--- config.mk ---
export PLATFORM = sky130hd
export DESIGN_NAME = ssr_status_core
export DESIGN_NICKNAME = d
export VERILOG_FILES = /design/src/ssr_pkg.sv /design/src/ssr_trans_filter.sv /design/src/ssr_mask_summary.sv /design/src/ssr_status_core.sv
export SDC_FILE = /design/constraint.sdc
export NUM_CORES = 1
export LEC_CHECK = 0
export ABC_AREA = 0
export BUFFER_PORTS_ARGS = -buffer_cell sky130_fd_sc_hd__buf_2
export CORE_UTILIZATION = 43
export CTS_CLUSTER_DIAMETER = 120
export DETAILED_ROUTE_END_ITERATION = 8
export PLACE_DENSITY = 0.8
export RECOVER_POWER = 25
export SLEW_MARGIN = 15
export SYNTH_ARGS = -nofsm -noshare
export SYNTH_HDL_FRONTEND = slang
export SYNTH_HIERARCHICAL = 1
export SYNTH_SLANG_ARGS = --single-unit
--- constraint.sdc ---
create_clock -name CORE_CLK -period 2 [get_ports CORE_CLK]
set_clock_uncertainty 0.05 [all_clocks]
set_input_delay 0 -clock CORE_CLK [delete_from_list [all_inputs] [get_ports CORE_CLK]]
set_output_delay 0 -clock CORE_CLK [all_outputs]
set_load 0.01 [all_outputs]
--- src/ssr_pkg.sv ---
// Package: shared constants and types of the status reporting block
package ssr_pkg;

    // ------------------------------------------------------------
    // Status byte bit positions
    // ------------------------------------------------------------
    localparam int STB_OPR = 7;
    localparam int STB_RQS = 6;
    localparam int STB_ESB = 5;
    localparam int STB_MAV = 4;
    localparam int STB_WAR = 1;

    // ------------------------------------------------------------
    // Standard event bit positions
    // ------------------------------------------------------------
    localparam int SEF_PON = 7;
    localparam int SEF_CME = 5;
    localparam int SEF_EXE = 4;
    localparam int SEF_QYE = 2;
    localparam int SEF_OPC = 0;

    // ------------------------------------------------------------
    // Masks and reset values
    // ------------------------------------------------------------
    localparam logic [7:0] SRE_VALID_MASK = 8'hB2;  // Bits 7,5,4,1 only; largest value 178
    localparam logic [7:0] SEF_USED_MASK = 8'hB5;   // Bits 6,3,1 always zero
    localparam logic [7:0] SEF_PON_RESET = 8'h80;
    localparam logic [7:0] BYTE_ZERO = 8'h00;

    // ------------------------------------------------------------
    // Event strobes from the command processor
    // ------------------------------------------------------------
    typedef struct packed {
        logic syntax_err;    // Program message syntax error
        logic exec_err;      // Out of range or conflicting settings
        logic query_err;     // Empty read or lost response
        logic op_complete;   // Pending OPC work finished
    } ssr_events_t;

    // Host accesses, one-cycle strobes
    typedef struct packed {
        logic serial_poll;   // Serial poll performed
        logic stb_query;     // Status byte query
        logic esr_query;     // Standard event query
        logic clear_status;  // Clear-status command
        logic sre_write;     // Load service request enable
        logic ese_write;     // Load standard event enable
    } ssr_host_t;

endpackage : ssr_pkg

--- src/ssr_trans_filter.sv ---
// Transition filter and latched event register for condition bits
`timescale 1ns/1ps
`default_nettype none
module ssr_trans_filter #(
    parameter int WIDTH = 16
) (
    input wire logic clk,                 // Core clock
    input wire logic rst_n,               // Synchronous reset, active low
    input wire logic [WIDTH-1:0] cond,    // Condition bits
    input wire logic [WIDTH-1:0] ptr,     // Rising edge filter
    input wire logic [WIDTH-1:0] ntr,     // Falling edge filter
    input wire logic clear,               // Read or clear-status
    output logic [WIDTH-1:0] events       // Latched event bits
);
    import ssr_pkg::*;

    initial begin
        if (WIDTH < 1) $error("ssr_trans_filter: WIDTH must be at least 1");
    end

    logic [WIDTH-1:0] cond_q, cond_d;
    logic [WIDTH-1:0] evt_q, evt_d;

    // ------------------------------------------------------------
    // Per-bit edge detect and latch
    // ------------------------------------------------------------
    genvar i;
    generate
        for (i = 0; i < WIDTH; i++) begin : g_bit
            logic hit;
            // Both filters zero gives no hit at all
            assign hit = (ptr[i] & ~cond_q[i] & cond[i])       // RULE17
                       | (ntr[i] & cond_q[i] & ~cond[i]);      // RULE16 RULE18
            // A hit in the clear cycle survives the clear
            assign evt_d[i] = hit | (evt_q[i] & ~clear);       // RULE20
        end
    endgenerate

    always_comb begin
        cond_d = cond;
    end

    // Registers only
    always_ff @(posedge clk) begin
        if (!rst_n) begin
            cond_q <= cond_d;  // Track the pins so release brings no false edge
            evt_q <= '0;
        end else begin
            cond_q <= cond_d;
            evt_q <= evt_d;
        end
    end

    assign events = evt_q;

endmodule : ssr_trans_filter
`default_nettype wire

--- src/ssr_mask_summary.sv ---
// Masked OR summary of an event byte
`timescale 1ns/1ps
`default_nettype none
module ssr_mask_summary #(
    parameter int WIDTH = 8
) (
    input wire logic [WIDTH-1:0] bits,    // Event bits
    input wire logic [WIDTH-1:0] enable,  // Enable mask
    output logic summary                  // OR of enabled bits
);
    import ssr_pkg::*;

    initial begin
        if (WIDTH < 1) $error("ssr_mask_summary: WIDTH must be at least 1");
    end

    // AND each bit with its enable, then OR all
    assign summary = |(bits & enable);

endmodule : ssr_mask_summary
`default_nettype wire

--- src/ssr_status_core.sv ---
// Status byte, standard event register and service request of the status system
//
// Notes on behaviour
// RULE1: Enabled status byte bits ORed raise request.
// RULE2: Status byte returned on poll and query.
// RULE3: Poll bit 6 is request, cleared by poll.
// RULE4: Query bit 6 is summary, not read-cleared.
// RULE5: Bit 5 set while enabled event present.
// RULE6: Bit 4 follows output queue not empty.
// RULE7: Host polls for bit 4 around queries.
// RULE8: Event bits gated by enables form bit 5.
// RULE9: Event register cleared by read, clear, power-up.
// RULE10: Power-on bit set at power-up only.
// RULE11: Event bits 6, 3, 1 read zero.
// RULE12: Syntax error sets bit 5.
// RULE13: Range or conflict error sets bit 4.
// RULE14: Empty read or lost data sets bit 2.
// RULE15: Operation complete sets bit 0.
// RULE16: Falling filter catches falling condition.
// RULE17: Rising filter catches rising condition.
// RULE18: No filter, no event.
// RULE19: Bit 7 operation, bit 1 warning summaries.
// RULE20: Operation events latched until read or clear.
// RULE21: Clear-status clears event registers and status byte.
// RULE22: Enables limited to 178 and 255.
`timescale 1ns/1ps
`default_nettype none
module ssr_status_core #(
    parameter int OPER_WIDTH = 16,
    parameter int WARN_WIDTH = 16
) (
    input wire logic CORE_CLK,                        // 250 MHz core clock
    input wire logic RESETN,                          // Power-on reset, active low
    input wire ssr_pkg::ssr_host_t HOST_ACC,          // Host access strobes
    input wire logic [7:0] HOST_WDATA,                // Enable mask value
    input wire ssr_pkg::ssr_events_t EVENTS,          // Event strobes
    input wire logic OUT_QUEUE_NONEMPTY,              // Response waiting in queue
    input wire logic [OPER_WIDTH-1:0] OPER_COND,      // Operation condition bits
    input wire logic [OPER_WIDTH-1:0] OPER_PTR,       // Operation rising filter
    input wire logic [OPER_WIDTH-1:0] OPER_NTR,       // Operation falling filter
    input wire logic [OPER_WIDTH-1:0] OPER_ENABLE,    // Operation event enable
    input wire logic OPER_READ,                       // Operation event read
    input wire logic [WARN_WIDTH-1:0] WARN_EVENTS,    // Warning event strobes
    input wire logic [WARN_WIDTH-1:0] WARN_ENABLE,    // Warning event enable
    input wire logic WARN_READ,                       // Warning event read
    output logic [7:0] STB_POLL_DATA,                 // Status byte for serial poll
    output logic [7:0] STB_QUERY_DATA,                // Status byte for query
    output logic [7:0] ESR_DATA,                      // Standard event value
    output logic [7:0] SRE_VALUE,                     // Service request enable
    output logic [7:0] ESE_VALUE,                     // Standard event enable
    output logic [OPER_WIDTH-1:0] OPER_EVENTS,        // Operation events
    output logic [WARN_WIDTH-1:0] WARN_EVENT_REG,     // Warning events
    output logic SRQ                                  // Service request
);
    import ssr_pkg::*;

    initial begin
        if (OPER_WIDTH < 1 || WARN_WIDTH < 1) $error("ssr_status_core: widths must be at least 1");
    end

    // ------------------------------------------------------------
    // State
    // ------------------------------------------------------------
    logic [7:0] sef_q, sef_d;          // Standard event flags
    logic [7:0] sre_q, sre_d;          // Service request enable
    logic [7:0] ese_q, ese_d;          // Standard event enable
    logic [WARN_WIDTH-1:0] warn_q, warn_d;
    logic rqs_q, rqs_d;                // Request flag for serial poll
    logic mss_prev_q, mss_prev_d;      // Summary of previous cycle
    logic [7:0] poll_q, poll_d;
    logic [7:0] query_q, query_d;
    logic [7:0] esr_q, esr_d;
    logic srq_q, srq_d;

    logic [OPER_WIDTH-1:0] oper_evt;
    logic oper_sum, warn_sum, esb_sum, mss;
    logic [7:0] stb_base;
    logic oper_clear;

    // ------------------------------------------------------------
    // Operation group through transition filters
    // ------------------------------------------------------------
    assign oper_clear = OPER_READ | HOST_ACC.clear_status;  // RULE21

    ssr_trans_filter #(
        .WIDTH(OPER_WIDTH)
    ) u_oper (
        .clk(CORE_CLK),
        .rst_n(RESETN),
        .cond(OPER_COND),
        .ptr(OPER_PTR),
        .ntr(OPER_NTR),
        .clear(oper_clear),
        .events(oper_evt)
    );

    // ------------------------------------------------------------
    // Summaries
    // ------------------------------------------------------------
    ssr_mask_summary #(.WIDTH(OPER_WIDTH)) u_oper_sum (
        .bits(oper_evt),
        .enable(OPER_ENABLE),
        .summary(oper_sum)                                   // RULE19
    );

    ssr_mask_summary #(.WIDTH(WARN_WIDTH)) u_warn_sum (
        .bits(warn_q),
        .enable(WARN_ENABLE),
        .summary(warn_sum)                                   // RULE19
    );

    ssr_mask_summary #(.WIDTH(8)) u_esb_sum (
        .bits(sef_q),
        .enable(ese_q),
        .summary(esb_sum)                                    // RULE8 RULE5
    );

    // Status byte without bit 6; unused bits 3, 2, 0 stay zero
    always_comb begin
        stb_base = BYTE_ZERO;
        stb_base[STB_OPR] = oper_sum;                        // RULE19
        stb_base[STB_ESB] = esb_sum;                         // RULE5
        stb_base[STB_MAV] = OUT_QUEUE_NONEMPTY;              // RULE6
        stb_base[STB_WAR] = warn_sum;                        // RULE19
    end

    // Master summary from enabled status byte bits
    ssr_mask_summary #(.WIDTH(8)) u_mss (
        .bits(stb_base),
        .enable(sre_q),
        .summary(mss)                                        // RULE1
    );

    // ------------------------------------------------------------
    // Standard event flags and warning events
    // ------------------------------------------------------------
    // A new event in the read cycle is kept, so nothing is lost
    always_comb begin
        logic [7:0] sets;
        logic clr;
        sets = BYTE_ZERO;
        clr = HOST_ACC.esr_query | HOST_ACC.clear_status;    // RULE9 RULE21
        sets[SEF_CME] = EVENTS.syntax_err;                   // RULE12
        sets[SEF_EXE] = EVENTS.exec_err;                     // RULE13
        sets[SEF_QYE] = EVENTS.query_err;                    // RULE14
        sets[SEF_OPC] = EVENTS.op_complete;                  // RULE15
        // Power-on bit has no set source after reset
        sef_d = ((clr ? BYTE_ZERO : sef_q) | sets) & SEF_USED_MASK;  // RULE10 RULE11
        warn_d = (WARN_READ | HOST_ACC.clear_status) ? WARN_EVENTS : (warn_q | WARN_EVENTS);  // RULE21
    end

    // ------------------------------------------------------------
    // Enable masks
    // ------------------------------------------------------------
    // Disallowed bits of the request mask are dropped on write
    always_comb begin
        sre_d = sre_q;
        ese_d = ese_q;
        if (HOST_ACC.sre_write) sre_d = HOST_WDATA & SRE_VALID_MASK;  // RULE22
        if (HOST_ACC.ese_write) ese_d = HOST_WDATA;                   // RULE22
    end

    // ------------------------------------------------------------
    // Request flag and output byte images
    // ------------------------------------------------------------
    // Request is raised on a rising summary; a poll clears it but a
    // fresh rise in the same cycle wins
    always_comb begin
        mss_prev_d = mss;
        rqs_d = rqs_q;
        if (HOST_ACC.serial_poll || HOST_ACC.clear_status) rqs_d = 1'b0;  // RULE3 RULE21
        if (mss && !mss_prev_q) rqs_d = 1'b1;                             // RULE1
        if (!mss) rqs_d = 1'b0;
        poll_d = stb_base;
        poll_d[STB_RQS] = rqs_q;                                          // RULE3 RULE2
        query_d = stb_base;
        query_d[STB_RQS] = mss;                                           // RULE4 RULE2
        esr_d = sef_q;                                                    // RULE9
        srq_d = rqs_d;                                                    // RULE1
    end

    // Registers only; power-up leaves the power-on bit set
    always_ff @(posedge CORE_CLK) begin
        if (!RESETN) begin
            sef_q <= SEF_PON_RESET;                          // RULE10 RULE9
            sre_q <= BYTE_ZERO;
            ese_q <= BYTE_ZERO;
            warn_q <= '0;
            rqs_q <= 1'b0;
            mss_prev_q <= 1'b0;
            poll_q <= BYTE_ZERO;
            query_q <= BYTE_ZERO;
            esr_q <= BYTE_ZERO;
            srq_q <= 1'b0;
        end else begin
            sef_q <= sef_d;
            sre_q <= sre_d;
            ese_q <= ese_d;
            warn_q <= warn_d;
            rqs_q <= rqs_d;
            mss_prev_q <= mss_prev_d;
            poll_q <= poll_d;
            query_q <= query_d;
            esr_q <= esr_d;
            srq_q <= srq_d;
        end
    end

    // ------------------------------------------------------------
    // Outputs, all from flip-flops
    // ------------------------------------------------------------
    assign STB_POLL_DATA = poll_q;
    assign STB_QUERY_DATA = query_q;
    assign ESR_DATA = esr_q;
    assign SRE_VALUE = sre_q;
    assign ESE_VALUE = ese_q;
    assign OPER_EVENTS = oper_evt;
    assign WARN_EVENT_REG = warn_q;
    assign SRQ = srq_q;

endmodule : ssr_status_core
`default_nettype wire

==> flow_metrics.tcl, run 1 <==
set metrics [dict create \
    status "finished, final reports clean" \
    fillers 481 \
    drc 0 \
    cts_tree "built" \
    ir_drop_uv 405 \
    grt-ovfl-total 0 \
    dp.cells 548 \
    required_ns 2.20 \
    coreArea_um2 6910 \
    ant_nets 0 \
    cellLeakagePower_nw 2.36 \
    numClockSinks 77 \
    syn_area_per_cell_um2 11.0 \
    vias_per_cell 5.05 \
    grt_pass1_wl_um 16500 \
    dpl.hpwl_um 6270 \
    drtIter0Drc 103 \
    startpoint_type "flop" \
    vias 3294 \
    worst_hold_slack_ns 0.0206 \
    h-tree-depth 3 \
    area_growth_pct 62.0 \
    postLayoutCoreUtil_pct 73.7 \
    critPathKind "flop to flop" \
    period_share_pct 92.9 \
    numCtsBuffers 9 \
    wl_per_cell_um 16.7 \
    power.total_mw 3.56 \
    setup_tns_ns 0 \
    syn_area_um2 3140 \
    dieArea_um2 7650 \
    synth_area_leader_cell "dfxtp_1" \
    ctsResizeCount 0 \
    maxCapViolations 0 \
    synthTopCellsByArea "dfxtp_1 49%, nand4b_1 8.9%, o21a_1 4.8%" \
    first_pass_iters 4 \
    slew_viol_final 0 \
    fin_crit_ns 1.86 \
    final_nets 670 \
    rows 30 \
    synth-seq-area-share_pct 49.1 \
    n_antenna_cell 0 \
    layout_commonest_cell "buf_2" \
    pwr_density_cell_nw_per_um2 700 \
    clkTransAtPathRegs_ns 0.09 \
    fp.dieW_um 87.5 \
    synth-seq-cells 77 \
    cp-end-kind "flop" \
    yosysWarnings 6 \
    grt_pass1_vias 3498 \
    grt_setup_unrepaired "false" \
    clk_latency_ns 0.35 \
    setup_viol 0 \
    die_h_um 87.5 \
    initial_core_util_pct 45.5 \
    yosysUniqueCellTypes 25 \
    clock_path_buffers 2 \
    gp_congestion 0.750 \
    antenna_found_initial 0 \
    grt_max_degree 93 \
    wl_um 10900 \
    crit_fanout 3 \
    cts_root_buffer "clkbuf_8" \
    boundaryPins 192 \
    grt_usage_pct 28.3 \
    io_buffer_count 177 \
    fmax_ghz 0.538 \
    final_cell_mix "159 x buf_2, 88 x dlygate4sd3_1, 77 x dfxtp_1" \
    fin_cells 652 \
    drive_gt1_share_pct 33.6 \
    synth_top_area_share_pct 49.1 \
    hold_viol 0 \
    synthCells 285 \
    crit_arrival_ns 2.06 \
    hp-class "input pin to flop" \
]
-- area by class of cell --
type | count | area (um^2) | area share [%]
timing repair buffer | 267 | 1770 | 34.8
clock inverter | 6 | 70.1 | 1.38
inverter | 1 | 3.75 | 0.0737
tap | 96 | 120 | 2.36
sequential | 77 | 1540 | 30.3
multi-input combinational | 195 | 1450 | 28.4
clock buffer | 10 | 138 | 2.70
-- cells in the mapped netlist --
cell type	count
dfxtp_1	77
nand4b_1	32
o21a_1	20
buf_4	19
nor3b_1	19
nand3_1	16
nand3b_1	16
mux2i_1	12
nor2b_1	12
and2_1	11
a221oi_2	8
a22o_1	8
a22oi_1	8
buf_2	7
nand4_1	4
buf_6	3
clkbuf_1	3
clkbuf_2	3
a21boi_1	1
conb_1	1
inv_1	1
nor3b_2	1
o31ai_1	1
or2_2	1
or3b_1	1
-- registers in the layout, summed over array words and instances, names as in the netlist --
name	flops
ESE_VALUE	8
ESR_DATA	5
SRE_VALUE	4
SRQ	1
STB_POLL_DATA	5
STB_QUERY_DATA	1
WARN_EVENT_REG	16
esr_d	5
u_oper/cond_q	16
u_oper/events	16
-- cells by family (layout without fill, tap and decap cells) --
logic type,Yosys count,after routing,synth area share [%]
other,1,24,0.119
multiplexers,12,12,3.82
AND/OR/NAND/NOR,113,113,26.1
flip-flops,77,77,49.1
AO/OA/AOI/OAI,46,46,13.2
buffers and inverters,36,284,7.69
-- critical path, cell delays in order, from the launching register on --
cell and delay [ns]:
dfxtp_1 0.33, a22o_1 0.24, a221oi_2 0.19, nand4_1 0.19, dlygate4sd3_1 0.60, and2_1 0.15
-- routing by layer --
| layer | GRT usage, % | vias up | routed length (um) | share of wire [%] |
|---|---|---|---|---|
| met5 | 0 | - | 0 | 0 |
| met4 | 11.0 | 0 | 210 | 1.9 |
| met3 | 8.72 | 21 | 919 | 8.4 |
| met2 | 51.8 | 175 | 5470 | 50 |
| met1 | 30.3 | 1547 | 4280 | 39 |
| li1 | - | 1551 | - | - |
-- worst paths after layout --
path | depth (start not counted) | slack, ns | start | to
setup / recovery | 5 | 0.14 | WARN_EVENT_REG[0] | STB_POLL_DATA[1]
hold / removal | 4 | 0.02 | OPER_ENABLE[10] | STB_POLL_DATA[7]
setup reg to reg | 5 | 0.14 | WARN_EVENT_REG[0] | STB_POLL_DATA[1]
hold reg to reg | 1 | 0.38 | STB_QUERY_DATA[6] | SRQ
-- what timing repair did --
item,4_1_cts,5_1_grt
endpoints found under the hold margin,68,0
hold buffers,88,0
buffers inserted,0,0
-- power breakdown --
| group | total (mW) | leakage, nW | switching, mW | internal (mW) |
|---|---|---|---|---|
| clock network | 1.22 | 0.0951 | 0.605 | 0.617 |
| logic | 0.643 | 1.63 | 0.281 | 0.362 |
| registers | 1.70 | 0.641 | 0.0702 | 1.63 |
| total | 3.56 | 2.36 | 0.956 | 2.61 |
-- metrics by stage --
step | instance area [um^2] | setup WS [ns]
CTS | 5110 | 0.144
floorplan | 3230 | 0.491
global placement | 4020 | 0.319
detailed placement | 4020 | 0.267
global route | 5090 | 0.108
finish | 5090 | 0.142
No activity file was read; power rests on OpenSTA's default activity.
==> inputs of run 2 (changes only) <==
Settings changed: ABC_CLOCK_PERIOD_IN_PS from default to 2000, CORE_UTILIZATION 43 to 44, CTS_BUF_LIST from default to sky130_fd_sc_hd__clkbuf_4 sky130_fd_sc_hd__clkbuf_8, CTS_CLUSTER_DIAMETER 120 to 200, PLACE_DENSITY 0.8 to 0.82.
==> run 2 against run 1 <==
  * Count of clock-buffer cells in the layout is 3 higher
  * Critical endpoint is now SRQ
  * Critical path depth is 2 higher
  * First-iteration DRC count is 17% lower
  * Non-clock buffer count is 5 lower
  * Global-route usage is 0.56 points lower
  * Die area is 2.2% lower
  * Setup slack better by 0.11 ns
  * Largest power group unchanged
==> flow_metrics.tcl, run 2 (same netlist as run 1, synthesis figures left out) <==
set metrics [dict create \
    r2r_slack_ns 0.25 \
    crit_arrival_ns 1.92 \
    wl_per_cell_um 16.3 \
    setup_tns_ns 0 \
    crit_fanout 3 \
    coreArea_um2 6830 \
    final_cell_mix "160 x buf_2, 83 x dlygate4sd3_1, 77 x dfxtp_1" \
    drive_gt1_share_pct 33.9 \
    cts_root_buffer "clkbuf_8" \
    grt_setup_unrepaired "false" \
    grt_max_degree 49 \
    clkTransAtPathRegs_ns 0.07 \
    io_buffer_count 177 \
    initial_core_util_pct 46.0 \
    ant_nets 0 \
    hp-class "input pin to flop" \
    power.total_mw 3.42 \
    critPathKind "flop to flop" \
    reg2reg_from "u_oper/events[5]" \
    grt_usage_pct 27.8 \
    post-cts-setup-buffers 0 \
    final_nets 665 \
    fp.dieW_um 86.5 \
    postLayoutCellArea_um2 5020 \
    dpl-instance-area_um2 4020 \
    maxCapViolations 0 \
    die_h_um 86.5 \
    crit_end "SRQ" \
    pwr-share-comb_pct 18.5 \
    seq_power_share_pct 49.7 \
    p_int_mw 2.53 \
    boundaryPins 192 \
    r2r-end "SRQ" \
    cts_tree "built" \
    area_growth_pct 59.7 \
    hold_viol 0 \
    rows 30 \
    switchingPower_mw 0.889 \
    grt-ovfl-total 0 \
    period_share_pct 87.5 \
    wl_um 10500 \
    startpoint "u_oper/events[5]" \
    dp.cells 548 \
    postCtsHoldBufs 83 \
    cp-end-kind "flop" \
    drc 0 \
    grt_pass1_vias 3353 \
    n_antenna_cell 0 \
    clk_latency_ns 0.33 \
    dieArea_um2 7480 \
    pwr_density_cell_nw_per_um2 681 \
    p_clk_share_pct 31.8 \
    gp_congestion 0.757 \
    fin_cells 647 \
    maxSlewHeadroom_pct 61.1 \
    drtIter0Drc 86 \
    vias_per_cell 5.05 \
    ctsResizeCount 0 \
    layout_commonest_cell "buf_2" \
    first_pass_iters 4 \
    antenna_found_initial 0 \
    p_sw_share_pct 26.0 \
    numCtsBuffers 9 \
    numClockSinks 77 \
    fin_crit_ns 1.75 \
    fmax_ghz 0.571 \
    dpl.hpwl_um 6220 \
    vias 3270 \
    slew_viol_final 0 \
    required_ns 2.17 \
    grt_pass1_wl_um 15800 \
    postLayoutCoreUtil_pct 73.4 \
    clock_path_buffers 2 \
    setup_viol 0 \
    status "finished, final reports clean" \
    cellLeakagePower_nw 2.34 \
    h-tree-depth 3 \
    reg2reg_depth 7 \
    ir_drop_uv 418 \
    tightest_slew_ns 0.583 \
    startpoint_type "flop" \
]
==> run 2: cell count changes in the layout (fill, tap and decap cells not counted), sizes merged <==
cell / delta
bufinv: -1
clkbuf: +3
clkinvlp: -1
dlygate4sd3: -5
inv: -1
==> run 2: per-layer routing <==
layer | vias up | GRT usage, % | share of wire [%]
met3 | 22 | 9.05 | 9.3
li1 | 1547 | - | -
met5 | - | 0 | 0
met2 | 184 | 50.8 | 51
met1 | 1517 | 29.3 | 38
met4 | 0 | 11.4 | 2.0
==> run 2: worst min path at each step <==
stage	startpoint	to	cells after the start
after global routing	WARN_ENABLE[3]	STB_POLL_DATA[1]	4
final	WARN_ENABLE[3]	STB_POLL_DATA[1]	4
after detailed placement	OPER_COND[3]	u_oper/cond_q[3]	1
after CTS	WARN_ENABLE[3]	STB_POLL_DATA[1]	4
after floorplan	OPER_COND[0]	u_oper/cond_q[0]	0
after global placement	OPER_COND[3]	u_oper/cond_q[3]	1
==> run 2: cell type report <==
cell class	count	area [um^2]
clock buffer	13	166
clock inverter	3	20.0
fill	477	1820
inverter	1	3.75
multi-input combinational	195	1450
sequential	77	1540
tap	96	120
timing repair buffer	262	1720
==> run 2: metrics by stage <==
| step | worst slack [ns] | hold WS, ns |
|---|---|---|
| floorplan | 0.491 | -0.0223 |
| detailed placement | 0.284 | 0.0788 |
| global placement | 0.323 | 0.0740 |
| global route | 0.145 | 0.0326 |
| CTS | 0.265 | 0.00567 |
| finish | 0.250 | 0.0282 |
==> run 2: critical path, cell delays in order, from the launching register on <==
cell and delay [ns]:
dfxtp_1 0.33, a22o_1 0.24, a221oi_2 0.23, nand4_1 0.20, a22oi_1 0.20, nand4_1 0.11, and2_1 0.16, a21boi_1 0.12
==> run 2: power by group through the flow <==
stage                     clock, mW  sequential [mW]  combinational, mW
after floorplan                   0             1.75              0.246
after global placement            0             1.72              0.477
after detailed placement          0             1.73              0.484
after CTS                      1.12             1.69              0.613
after global routing           1.18             1.71              0.679
final                          1.09             1.70              0.632
==> inputs of run 3 (changes only) <==
Settings changed: CORE_UTILIZATION 44 to 43, CTS_BUF_LIST sky130_fd_sc_hd__clkbuf_4 sky130_fd_sc_hd__clkbuf_8 to default, PLACE_DENSITY 0.82 to 0.77.
==> run 3 against run 2 <==
  * The flow now finishes with violations (hold timing)
  * Global-route usage down 1.8 points
  * Setup slack improved by 0.073 ns
  * Clock power shrank 4%
  * Die area grew 2.3%
  * Largest cell class unchanged
  * Largest power group unchanged
  * Highest routed layer unchanged
==> flow_metrics.tcl, run 3 (same netlist as run 1, synthesis figures left out) <==
set metrics [dict create \
    boundaryPins 192 \
    wl_per_cell_um 15.2 \
    drive_gt1_share_pct 33.9 \
    critPathKind "flop to flop" \
    postLayoutCoreUtil_pct 73.0 \
    rows 30 \
    dpl.hpwl_um 6140 \
    grt-ovfl-total 0 \
    final_cell_mix "159 x buf_2, 85 x dlygate4sd3_1, 77 x dfxtp_1" \
    r2r-end "SRQ" \
    required_ns 2.19 \
    hold_end "STB_POLL_DATA[7]" \
    worstHoldStart "OPER_ENABLE[1]" \
    grt_pass1_wl_um 15300 \
    fin_crit_ns 1.68 \
    startpoint_type "flop" \
    vias 3230 \
    cellLeakagePower_nw 2.35 \
    period_share_pct 83.9 \
    numCtsBuffers 9 \
    dieArea_um2 7650 \
    hold_viol 1 \
    wl_um 9920 \
    coreArea_um2 6910 \
    grt_pass1_vias 3350 \
    cp_num_buf_inv 0 \
    cts_root_buffer "clkbuf_8" \
    final_nets 669 \
    hp-class "input pin to flop" \
    setup_tns_ns 0 \
    fmax_ghz 0.596 \
    layout_commonest_cell "buf_2" \
    worst_hold_slack_ns -0.00812 \
    reg2reg_depth 7 \
    ant_nets 0 \
    fillers 513 \
    io_buffer_count 177 \
    clkTransAtPathRegs_ns 0.08 \
    ir_drop_uv 584 \
    cts_tree "built" \
    reg2reg_from "u_oper/events[0]" \
    slew_viol_final 0 \
    cp_slowest_cell "dfxtp_1" \
    n_antenna_cell 0 \
    fp.dieW_um 87.5 \
    dpl-instance-area_um2 4040 \
    antenna_found_initial 0 \
    startpoint "u_oper/events[0]" \
    cpPeakStageDelay_ns 0.33 \
    clk_latency_ns 0.34 \
    h-tree-depth 3 \
    numClockSinks 77 \
    path_delay_family "compound AO/OA/AOI/OAI gates" \
    r2r_slack_ns 0.32 \
    crit_fanout 3 \
    cp.depth 7 \
    drtIter0Drc 77 \
    vias_per_cell 4.96 \
    critPathMostFrequentCell "nand4_1" \
    grt_usage_pct 26.0 \
    postLayoutCellArea_um2 5040 \
    maxCapViolations 0 \
    violations "hold timing" \
    grt_setup_unrepaired "false" \
    hold_depth 4 \
    die_h_um 87.5 \
    first_pass_iters 4 \
    gp_congestion 0.760 \
    clock_path_buffers 2 \
    status "complete, but fails checks" \
    power.total_mw 3.37 \
    grt_max_degree 50 \
    drc 0 \
    setup_viol 0 \
    cp-end-kind "flop" \
    area_growth_pct 60.6 \
    crit_arrival_ns 1.86 \
    cp_cell_sequence "a22o_1 -> a221oi_2 -> nand4_1 -> a22oi_1 -> nand4_1 -> and2_1 -> a21boi_1" \
    initial_core_util_pct 45.5 \
    post-cts-setup-buffers 0 \
    pwr_density_cell_nw_per_um2 669 \
]
[run 3: changes by cell type in the layout (fill, tap and decap cells not counted), sizes merged]
cell	previous run	this run
buf	161	163
clkbuf	31	29
dlygate4sd3	83	85
clkinv	1	2
clkinvlp	2	3
[run 3: cell type report]
| cell class | count | area [um^2] | share of cell area [%] |
|---|---|---|---|
| clock buffers | 11 | 141 | 2.80 |
| clock inverters | 5 | 36.3 | 0.719 |
| inverters | 1 | 3.75 | 0.0744 |
| multi-input cells | 195 | 1450 | 28.6 |
| flip-flops and latches | 77 | 1540 | 30.6 |
| well taps | 96 | 120 | 2.38 |
| repair buffers | 266 | 1760 | 34.8 |
[run 3: worst max path at each step]
stage	slack [ns]	to
after global routing	0.20	SRQ
after global placement	0.32	SRQ
after detailed placement	0.28	SRQ
after floorplan	0.49	SRQ
after CTS	0.28	SRQ
final	0.32	SRQ
[run 3: what timing repair did]
action                     CTS  global route
hold buffers                85             0
gates resized for setup      0             0
hold endpoints to repair    69             0
setup endpoints to repair    0             0
[run 3: per-stage QoR]
stage / cells / setup WS (ns)
finish: 651 / 0.323
global route: 651 / 0.200
CTS: 651 / 0.283
detailed placement: 550 / 0.284
global placement: 550 / 0.317
floorplan: 308 / 0.491
[run 3: power by group]
part / leakage, nW / total, mW / internal [mW] / switching, mW
sequential: 0.641 / 1.69 / 1.63 / 0.0664
combinational: 1.63 / 0.626 / 0.359 / 0.267
clock: 0.0815 / 1.05 / 0.485 / 0.568
[run 3: worst reg2reg max path, delay by kind of cell, from the launching register on]
kind / cells / cell delay [ns]
flops: 1 / 0.33
compound gates: 4 / 0.79
simple gates: 3 / 0.42
[run 3: metal layers]
layer  GRT usage, %  routed length [um]  vias up
li1               -                   -     1551
met1           27.6                3900     1507
met2           47.4                5040      154
met3           7.58                 802       18
met4           11.8                 172        0
met5              0                   0        -
